--- src/include/rsld_defs.svh ---
`ifndef RSLD_DEFS_SVH
`define RSLD_DEFS_SVH

// Interface codes of the external port strap pair
`define RSLD_IF_MII      2'h0
`define RSLD_IF_RMII     2'h1
`define RSLD_IF_RSVD     2'h2
`define RSLD_IF_RGMII    2'h3

// Management interface codes
`define RSLD_MG_MDIO     2'h0
`define RSLD_MG_I2C      2'h1
`define RSLD_MG_SPI      2'h2

// Integrated PHY strap codes
`define RSLD_PHY_RSVD    2'h0
`define RSLD_PHY_AN_EEE  2'h1
`define RSLD_PHY_F_MDIX  2'h2
`define RSLD_PHY_F_MDI   2'h3

// Strap defaults, order of rsld_strap_s
`define RSLD_STRAP_RST   12'hF04

// Widths of the pin groups
`define RSLD_LED_W       4

`endif

--- src/include/rsld_pkg.sv ---
`include "rsld_defs.svh"

package rsld_pkg;

	// External port interface type
	typedef enum logic [1:0] {
		RSLD_MII   = `RSLD_IF_MII,
		RSLD_RMII  = `RSLD_IF_RMII,
		RSLD_XRSV  = `RSLD_IF_RSVD,
		RSLD_RGMII = `RSLD_IF_RGMII
	} rsld_if_e;

	// Host management interface
	typedef enum logic [1:0] {
		RSLD_MDIO = `RSLD_MG_MDIO,
		RSLD_I2C  = `RSLD_MG_I2C,
		RSLD_SPI  = `RSLD_MG_SPI
	} rsld_mgmt_e;

	// Raw strap levels as seen on the pins
	typedef struct packed {
		logic       switch_start;
		logic       inband;
		logic       role;
		logic       speed;
		logic [1:0] ext_if;
		logic [1:0] mgmt;
		logic [1:0] phy_cfg;
		logic [1:0] test;
	} rsld_strap_s;

	// Decoded configuration for consumers
	typedef struct packed {
		logic       inband_en;
		rsld_if_e   ext_if;
		logic       if_reserved;
		logic       mii_mac;
		logic       mii_phy;
		logic       rmii_ref_out;
		logic       rmii_ref_in;
		logic       spd_1000;
		rsld_mgmt_e mgmt;
		logic       an_en;
		logic       eee_adv;
		logic       force_100fd;
		logic       auto_mdix;
		logic       mdix_fixed;
		logic       phy_reserved;
		logic       factory_test;
	} rsld_cfg_s;

endpackage

--- src/rsld_top.sv ---
`timescale 1ns/10ps
module rsld_top
	import rsld_pkg::*;
#(
	parameter int LED_W = `RSLD_LED_W
) (
	input  wire logic              sys_clk,
	input  wire logic              resetn,
	input  wire logic              sw_reset_act,
	input  wire logic              pwrdn_act,
	input  wire logic              start_bit,
	input  wire rsld_strap_s       strap_pins,
	input  wire logic [LED_W-1:0]  led_func,
	input  wire logic              wake_func,
	output rsld_cfg_s              cfg_r,
	output logic                   fwd_en_r,
	output logic                   strap_valid_r,
	output logic [LED_W-1:0]       led_pin_out_r,
	output logic                   led_pin_oe_r,
	output logic                   wake_event_pin_out_r,
	output logic                   wake_event_pin_oe_r
);

	// Window while pins act as straps, then run
	typedef enum logic [1:0] {
		RSLD_ST_WIN = 2'h1,
		RSLD_ST_RUN = 2'h2
	} rsld_state_e;

	rsld_state_e state_r;            // Window or run
	rsld_state_e state_nxt;          // Next state
	rsld_strap_s strap_r;            // Held strap image
	rsld_strap_s strap_nxt;          // Next strap image
	rsld_cfg_s   cfg_nxt;            // Next decoded setting
	logic        fwd_nxt;            // Next forward enable

	// Decode control wires
	wire logic        in_win;        // In strap window
	wire logic        hold_req;      // Reset or power-down active
	wire logic        capture;       // Sampling edge
	wire logic        leave_run;     // Re-enter strap window
	wire rsld_strap_s src;           // Strap source for decode
	wire logic        is_mii;        // MII selected
	wire logic        is_rmii;       // RMII selected
	wire logic        phy_forced;    // Forced 100 full duplex

	assign in_win    = (state_r == RSLD_ST_WIN);
	assign hold_req  = sw_reset_act | pwrdn_act;
	// End of window
	// Capture once both reset and power-down have ended
	assign capture   = in_win & ~hold_req;
	// Power-down or reset
	// Any later reset or power-down reopens the window
	assign leave_run = ~in_win & hold_req;

	// Decode from the pins at the capture edge, else the held image
	assign src = capture ? strap_pins : strap_r;

	assign is_mii  = (src.ext_if == `RSLD_IF_MII);
	assign is_rmii = (src.ext_if == `RSLD_IF_RMII);

	// Forced PHY codes
	// Upper bit set means the two forced codes
	assign phy_forced = src.phy_cfg[1];

	// Next state
	always_comb begin
		state_nxt = state_r;
		unique case (state_r)
			// Waiting for reset cycle to end
			RSLD_ST_WIN: begin
				if (capture) begin
					state_nxt = RSLD_ST_RUN;
				end
			end
			// Configuration active
			RSLD_ST_RUN: begin
				if (leave_run) begin
					state_nxt = RSLD_ST_WIN;
				end
			end
			// Illegal one-hot code recovers to window
			default: begin
				state_nxt = RSLD_ST_WIN;
			end
		endcase
	end

	// Hold straps
	// Only a capture edge may change the image
	assign strap_nxt = capture ? strap_pins : strap_r;

	// Limitation: during a software window cfg_r keeps the
	// last image, so consumers must gate on strap_valid_r
	// Decoded settings, all taken from src
	always_comb begin
		cfg_nxt = '0;
		cfg_nxt.inband_en    = ~src.inband;
		cfg_nxt.ext_if       = rsld_if_e'(src.ext_if);
		// Reserved code flagged, port left without a role
		cfg_nxt.if_reserved  = (src.ext_if == `RSLD_IF_RSVD);
		// MII role
		// Role has no meaning outside MII and RMII
		cfg_nxt.mii_mac      = is_mii & src.role;
		cfg_nxt.mii_phy      = is_mii & ~src.role;
		cfg_nxt.rmii_ref_out = is_rmii & ~src.role;
		cfg_nxt.rmii_ref_in  = is_rmii & src.role;
		cfg_nxt.spd_1000     = ~src.speed;
		// Management select
		// Upper bit alone picks SPI
		if (src.mgmt[1]) begin
			cfg_nxt.mgmt = RSLD_SPI;
		end else if (src.mgmt[0]) begin
			cfg_nxt.mgmt = RSLD_I2C;
		end else begin
			cfg_nxt.mgmt = RSLD_MDIO;
		end
		cfg_nxt.an_en        = (src.phy_cfg == `RSLD_PHY_AN_EEE);
		cfg_nxt.eee_adv      = (src.phy_cfg == `RSLD_PHY_AN_EEE);
		// Auto crossover only while negotiating
		cfg_nxt.auto_mdix    = (src.phy_cfg == `RSLD_PHY_AN_EEE);
		cfg_nxt.force_100fd  = phy_forced;
		// Code 10 crossed pinout, 11 straight
		cfg_nxt.mdix_fixed   = (src.phy_cfg == `RSLD_PHY_F_MDIX);
		// Reserved code leaves every PHY option off
		cfg_nxt.phy_reserved = (src.phy_cfg == `RSLD_PHY_RSVD);
		// Factory test
		// Either test strap high selects test
		cfg_nxt.factory_test = |src.test;
	end

	// Start gating
	// No forwarding inside the window; start bit overrides strap 0
	// Start bit is a live register bit, so it is never latched
	assign fwd_nxt = ~leave_run & (capture | ~in_win)
		& (src.switch_start | start_bit);

	// Active low reset
	// State and straps reset to documented defaults
	always_ff @(posedge sys_clk or negedge resetn) begin
		if (!resetn) begin
			state_r <= RSLD_ST_WIN;
			strap_r <= `RSLD_STRAP_RST;
		end else begin
			state_r <= state_nxt;
			strap_r <= strap_nxt;
		end
	end

	// Registered outputs
	// Decode lands in the flops on the capture edge itself
	always_ff @(posedge sys_clk or negedge resetn) begin
		if (!resetn) begin
			cfg_r         <= '0;
			fwd_en_r      <= 1'b0;
			strap_valid_r <= 1'b0;
		end else begin
			cfg_r         <= cfg_nxt;
			fwd_en_r      <= fwd_nxt;
			strap_valid_r <= (state_nxt == RSLD_ST_RUN);
		end
	end

	// Shared pin drivers
	// Drive released only once run is entered, so a strap
	// resistor is never fought during sampling
	always_ff @(posedge sys_clk or negedge resetn) begin
		if (!resetn) begin
			led_pin_oe_r         <= 1'b0;
			wake_event_pin_oe_r  <= 1'b0;
			led_pin_out_r        <= '0;
			wake_event_pin_out_r <= 1'b0;
		end else begin
			led_pin_oe_r         <= (state_nxt == RSLD_ST_RUN);
			wake_event_pin_oe_r  <= (state_nxt == RSLD_ST_RUN);
			led_pin_out_r        <= led_func;
			wake_event_pin_out_r <= wake_func;
		end
	end
endmodule

--- config.mk ---
export PLATFORM = sky130hd
export DESIGN_NAME = rsld_top
export DESIGN_NICKNAME = d
export VERILOG_FILES = /design/src/include/rsld_pkg.sv /design/src/rsld_top.sv
export VERILOG_INCLUDE_DIRS = /design/src /design/src/include
export SDC_FILE = /design/constraint.sdc
export NUM_CORES = 1
export LEC_CHECK = 0
export BUFFER_PORTS_ARGS = -buffer_cell sky130_fd_sc_hd__buf_2
export CAP_MARGIN = 30
export CORE_MARGIN = 2
export CORE_UTILIZATION = 43
export DETAILED_ROUTE_END_ITERATION = 10
export HOLD_SLACK_MARGIN = 0.1
export PLACE_DENSITY = 0.82
export SLEW_MARGIN = 20
export SYNTH_ARGS = -nofsm -noshare
export SYNTH_HDL_FRONTEND = slang
export SYNTH_SLANG_ARGS = --single-unit
--- constraint.sdc ---
create_clock -name sys_clk -period 1.7 [get_ports sys_clk]
set_input_delay 0.085 -clock sys_clk [delete_from_list [all_inputs] [get_ports sys_clk]]
set_output_delay 0.085 -clock sys_clk [all_outputs]
set_load 0.005 [all_outputs]
==> results.json, run 1 <==
{
  "clockRootBuffer": "clkbuf_4",
  "clock_path_buffers": 2,
  "grt_pass1_wl_mm": 4.35,
  "grt_max_degree": 34,
  "switchingPower_mw": 0.938,
  "yosysSeqAreaShare": 0.607,
  "path_clk_slew_ps": 110,
  "worstMarginPinSlew_ps": 698,
  "grt_use_total": 0.167,
  "drv_cap": 0,
  "cp_max_fo": 5,
  "yosysMostFrequentCell": "dfrtp_1",
  "core_area_um2": 3050,
  "hold_class": "input port to asynchronous set/reset pin",
  "gp_congestion": 0.721,
  "grt_antenna_before_repair": 0,
  "synth.top_cells.by_area": "dfrtp_1 (49%), dfstp_2 (11%), mux2_2 (7.4%)",
  "highest_layer": "met4",
  "fin_skew_ps": 9.61,
  "worst_hold_slack_ps": 339,
  "swShare": 0.330,
  "p_seq_frac": 0.460,
  "start_util": 0.450,
  "synthArstFlopShare": 1.00,
  "routed_wl_mm": 2.97,
  "p_leak_nw": 0.928,
  "wl_met1_mm": 1.18,
  "fp-row-count": 20,
  "overflow": 0,
  "num_io_pins": 49,
  "cts_sinks": 33,
  "area_delta_synth_final_pct": 40.7,
  "crit_buf_inv": 1,
  "peakVddDrop_mv": 0.566,
  "critPathSlowestCell": "dfstp_2",
  "grt_pass1_vias": 1029,
  "ys_seq_elements": 33,
  "nNetsFinal": 200,
  "cp.arrival_ps": 1900,
  "crit_path_end_kind": "flop",
  "met3WireLength_um": 219,
  "yosysTopAreaCell": "dfrtp_1",
  "dp.final_hpwl_mm": 1.77,
  "syn-cell-area_um2": 1370,
  "synthFlopType": "dfrtp_1",
  "drc": 0,
  "setup_violations": 0,
  "synth_area_per_cell_um2": 13.2,
  "synth_commonest_cells": "dfrtp_1 (27), nor2_1 (10), buf_4 (9), mux2_2 (9), dfstp_2 (6)",
  "rsz0062_at_grt": "yes",
  "drtIter0Drc": 46,
  "cts_tree": "done",
  "cellPowerDensity_nw_per_um2": 1470,
  "synth_enable_flop_cells": 0,
  "numCtsBuffers": 5,
  "clk_latency_ps": 330,
  "cpPeakStageDelay_ps": 570,
  "syn_nets": 129,
  "timing.final.crit_share": 0.983,
  "fmax_mhz": 599,
  "path_delay_family": "flip-flops",
  "relSlewSlack": 0.535,
  "first_pass_iters": 4,
  "via_count": 1016,
  "cp-start-kind": "flop",
  "clockPowerShare": 0.152,
  "antenna_cells": 0,
  "wl_met2_mm": 1.48,
  "synth_cell_types": 29,
  "dieHeight_um": 60.5,
  "worstSetupPathType": "flop to flop",
  "antenna_left": 0,
  "fin_crit_ps": 1670,
  "die_w_um": 60.5,
  "cts_htree_levels": 2,
  "path_cells": "ha_4 -> nor3b_4 -> buf_6 -> mux2_4 -> and2_4",
  "power_frac_comb": 0.388,
  "slew_violations": 0,
  "internal_power_mw": 1.90,
  "portBuffers": 48,
  "status": "completed",
  "die-area_um2": 3660,
  "dpl-instance-area_um2": 1600,
  "worstPathRequired_ps": 1930,
  "drive_above_1_share": 0.494,
  "design_area_um2": 1930,
  "post_drt_via_cell_ratio": 4.62,
  "ys_warn_count": 0,
  "postSynthCellCount": 104,
  "routedWlPerCell_um": 13.5,
  "finalHoldViolCount": 0,
  "yosysTopAreaCellShare": 0.492
}
-- registers in the layout, summed over array words and instances, names as in the netlist --
register and flops:
cfg_r 16, fwd_en_r 1, led_pin_out_r 4, state_r 2, strap_r 8, strap_valid_r 1, wake_event_pin_out_r 1
-- area by class of cell --
class,instances,area [µm²]
clock buffers,5,37.5
clock inverters,3,17.5
fillers,242,1120
inverters,5,18.8
multi-input cells,55,463
flip-flops and latches,33,833
well taps,44,55.1
repair buffers,75,507
-- stage by stage --
stage                     setup WS [ps]  utilization  total power [mW]  instances  TNS, ps
after floorplan                    73.8            -              1.97        104        0
after global placement             66.0        0.525              2.18        188        0
after detailed placement           2.24        0.525              2.25        188        0
after CTS                         -13.6        0.616              2.74        217    -13.6
after global routing              -69.7        0.633              3.05        220     -176
final                              29.7        0.633              2.84        220        0
-- metal layers --
layer | vias to the layer above | global-route usage
li1 | 480 | -
met2 | 46 | 0.311
met4 | 0 | 0.0652
met5 | - | 0
met3 | 6 | 0.0576
met1 | 484 | 0.173
-- worst reg2reg max path, cell delays in order (launching register included) --
cell and delay (ps):
dfstp_2 570, ha_4 130, nor3b_4 230, buf_6 170, mux2_4 310, and2_4 150
-- power groups by stage --
stage	sequential (mW)	combinational [mW]	clock, mW
floorplan	1.31	0.657	0
global placement	1.28	0.900	0
detailed placement	1.30	0.949	0
CTS	1.29	1.00	0.449
global route	1.35	1.23	0.469
finish	1.31	1.10	0.432
-- timing repair --
item,4_1_cts,5_1_grt
buffers inserted,0,3
setup endpoints to repair,2,14
endpoints found under the hold margin,57,0
hold buffers,21,0
pin swaps,0,3
resized for setup,2,8
-- logic make-up (layout without fill, tap and decap cells) --
group | Yosys count | count (layout) | share of synthesized area
buf+inv | 16 | 88 | 0.0820
simple gates | 25 | 25 | 0.0985
flops | 33 | 33 | 0.607
compound gates | 12 | 12 | 0.0611
mux | 15 | 15 | 0.124
fa+ha+maj | 3 | 3 | 0.0274
-- layout by cell type (no fill, tap or decap), types with 2 or more instances in the layout --
cell | netlist | layout
a21oi_1 | 3 | 3
buf_2 | 0 | 48
buf_4 | 9 | 4
clkbuf_4 | 0 | 5
clkinv_2 | 0 | 2
dfrtp_1 | 27 | 27
dfstp_2 | 6 | 6
dlygate4sd3_1 | 0 | 21
ha_1 | 3 | 2
inv_1 | 4 | 3
inv_2 | 1 | 2
mux2_2 | 9 | 9
mux2i_1 | 4 | 3
nand2_1 | 2 | 2
nand2b_1 | 3 | 3
nand3b_1 | 3 | 3
nor2_1 | 10 | 9
nor2b_1 | 2 | 2
o21ai_0 | 4 | 4
-- path summary, 6_finish.rpt --
check / startpoint / to / slack, ps / cells past startpoint
max: state_r[0] / cfg_r[14] / 30 / 5
min: resetn / cfg_r[7] / 340 / 2
max reg2reg: state_r[0] / cfg_r[14] / 30 / 5
min reg2reg: strap_r[4] / strap_r[4] / 540 / 1
max in group asynchronous: resetn / cfg_r[12] / 910 / 2
min in group sys_clk: led_func[1] / led_pin_out_r[1] / 390 / 2
Note: power is estimated with default switching activity, not from simulation.
==> run 2, diff against run 1 <==
--- a/config.mk
+++ b/config.mk
@@ -6,13 +6,14 @@
 export SDC_FILE = /design/constraint.sdc
 export NUM_CORES = 1
 export LEC_CHECK = 0
+export ABC_AREA = 1
 export BUFFER_PORTS_ARGS = -buffer_cell sky130_fd_sc_hd__buf_2
 export CAP_MARGIN = 30
 export CORE_MARGIN = 2
 export CORE_UTILIZATION = 43
 export DETAILED_ROUTE_END_ITERATION = 10
 export HOLD_SLACK_MARGIN = 0.1
-export PLACE_DENSITY = 0.82
+export PLACE_DENSITY = 0.83
 export SLEW_MARGIN = 20
 export SYNTH_ARGS = -nofsm -noshare
 export SYNTH_HDL_FRONTEND = slang
==> run 2 against run 1 <==
Clock skew is essentially flat. Setup slack gained 84 ps. Non-clock buffer count fell by 4. Sequential power fell by 7%. Critical endpoint is now cfg_r[10]. Critical path depth is 3 higher. Wire length is 11% lower. Final area is 2.4% lower. Register-to-register slack improved by 170 ps.
==> results.json, run 2 <==
{
  "critPathSlowestCell": "dlygate4sd3_1",
  "routed_wl_mm": 2.63,
  "synth_enable_flop_cells": 0,
  "num_io_pins": 49,
  "reg2reg_slack_ps": 200,
  "via_count": 1044,
  "yosysMostFrequentCell": "dfrtp_1",
  "synth_cell_types": 22,
  "reg2reg_depth": 6,
  "r2r_end": "cfg_r[10]",
  "drive_above_1_share": 0.384,
  "cp-start-kind": "input port",
  "synth.top_cells.by_area": "dfrtp_1 (50%), dfstp_2 (12%), nand2_1 (6.9%)",
  "die-area_um2": 3630,
  "synthFlopType": "dfrtp_1",
  "cts_htree_levels": 2,
  "cts_tree": "done",
  "path_cells": "dlygate4sd3_1 -> buf_2 -> nor2_4 -> dlygate4sd3_1 -> nand3_1 -> nand2_1 -> nand2_1 -> nor2_1",
  "area_delta_synth_final_pct": 38.8,
  "gp_congestion": 0.751,
  "synth_commonest_cells": "dfrtp_1 (27), nand2_1 (25), inv_1 (21)",
  "portBuffers": 48,
  "largest_reg_flops": 16,
  "multi_input_area_um2": 359,
  "fillerInstances": 247,
  "ys_warn_count": 0,
  "antenna_left": 0,
  "first_pass_iters": 4,
  "dp.final_hpwl_mm": 1.70,
  "peakVddDrop_mv": 0.596,
  "regMostFlops": "cfg_r",
  "p_leak_nw": 1.05,
  "finalHoldViolCount": 0,
  "whs_endpoint": "cfg_r[16]",
  "die_w_um": 60.2,
  "drv_cap": 0,
  "worstMarginPinSlew_ps": 685,
  "setup_violations": 0,
  "cts_sinks": 33,
  "cp.arrival_ps": 1860,
  "fin_tns_setup_ps": 0,
  "numCtsBuffers": 5,
  "worst_slack_ps": 113,
  "synthArstFlopShare": 1.00,
  "drc": 0,
  "crit_path_end_kind": "flop",
  "yosysTopAreaCell": "dfrtp_1",
  "worst_hold_slack_ps": 166,
  "r2r-start": "state_r[0]",
  "postCtsSetupBuffers": 0,
  "grt_max_degree": 34,
  "fin_cells": 242,
  "postSynthCellCount": 130,
  "largestRegisters": "cfg_r (16), strap_r (8), led_pin_out_r (4)",
  "start_util": 0.449,
  "slew_violations": 0,
  "hold_path_depth": 5,
  "relSlewSlack": 0.543,
  "path_clk_slew_ps": 90,
  "nNetsFinal": 222,
  "hold_class": "input port to flop",
  "fin_crit_ps": 1590,
  "yosysSeqAreaShare": 0.613,
  "post_drt_via_cell_ratio": 4.31,
  "worstSetupPathType": "input port to flop",
  "fmax_mhz": 630,
  "status": "completed",
  "cp_max_fo": 6,
  "postLayoutCoreUtil": 0.623,
  "cpPeakStageDelay_ps": 600,
  "synth_area_per_cell_um2": 10.5,
  "syn_nets": 155,
  "overflow": 0,
  "fp-row-count": 20,
  "mostFrequentLayoutCells": "buf_2 (48), dfrtp_1 (27), nand2_1 (25)",
  "grt_pass1_wl_mm": 4.09,
  "rsz0062_at_grt": "no",
  "fin_skew_ps": 9.52,
  "core_area_um2": 3030,
  "post-place-ws_ps": 198,
  "cellPowerDensity_nw_per_um2": 1490,
  "worstPathRequired_ps": 1980,
  "dp.cells": 212,
  "timing.final.crit_share": 0.933,
  "grt_antenna_before_repair": 0,
  "dieHeight_um": 60.2,
  "clk_latency_ps": 340,
  "grt_pass1_vias": 986,
  "routedWlPerCell_um": 10.9,
  "clock_path_buffers": 2,
  "yosysTopAreaCellShare": 0.497,
  "clockRootBuffer": "clkbuf_4",
  "grt_use_total": 0.164,
  "antenna_cells": 0,
  "syn-cell-area_um2": 1360,
  "ys_seq_elements": 33,
  "final_common_cell": "buf_2",
  "regArea_um2": 833,
  "hp-start": "pwrdn_act",
  "drtIter0Drc": 30
}
run 2: metal layers:
layer / wire [µm] / vias up / global-route usage
met5: 0 / - / 0
met4: 75 / 0 / 0.114
met3: 178 / 7 / 0.0476
met2: 1290 / 41 / 0.290
met1: 1080 / 480 / 0.161
li1: - / 516 / -
run 2: cell families after synthesis:
kind of cell / after synthesis / share of synthesized area
AOI/OAI and AO/OA: 9 / 0.0534
and+or+nand+nor: 52 / 0.183
DFF: 33 / 0.613
buffers and inverters: 33 / 0.122
adders and majority gates: 3 / 0.0276
run 2: area by class of cell:
cell class	instances	area share
clock buffers	7	0.0292
clock inverters	1	0.0159
inverters	22	0.0438
multi-input cells	64	0.190
flip-flops and latches	33	0.442
well taps	44	0.0292
repair buffers	71	0.250
run 2: worst max-delay path: cells and delay by family:
family	cells	cell delay, ps
buffers and inverters	3	1270
and+or+nand+nor	5	510
run 2: repair_timing:
action	CTS	global route
resized for setup	0	1
setup endpoints to repair	0	7
endpoints found under the hold margin	55	0
hold buffers	22	0
run 2: power by group:
| group | switching, mW | internal [mW] |
|---|---|---|
| clock | 0.255 | 0.351 |
| sequential | 0.102 | 1.12 |
| combinational | 0.554 | 0.429 |
run 2: how the worst max path moves through the flow:
stage	depth (start not counted)	startpoint	end
after floorplan	7	state_r[0]	cfg_r[3]
after global placement	6	state_r[0]	cfg_r[13]
after detailed placement	6	state_r[0]	cfg_r[10]
after CTS	8	sw_reset_act	cfg_r[13]
after global routing	6	state_r[0]	cfg_r[12]
final	8	sw_reset_act	cfg_r[10]
run 2: per-stage QoR:
stage / cell area, µm² / power [mW]
final: 1890 / 2.81
after global routing: 1890 / 3.04
after CTS: 1880 / 2.84
after detailed placement: 1580 / 2.18
after global placement: 1580 / 2.15
after floorplan: 1360 / 1.93
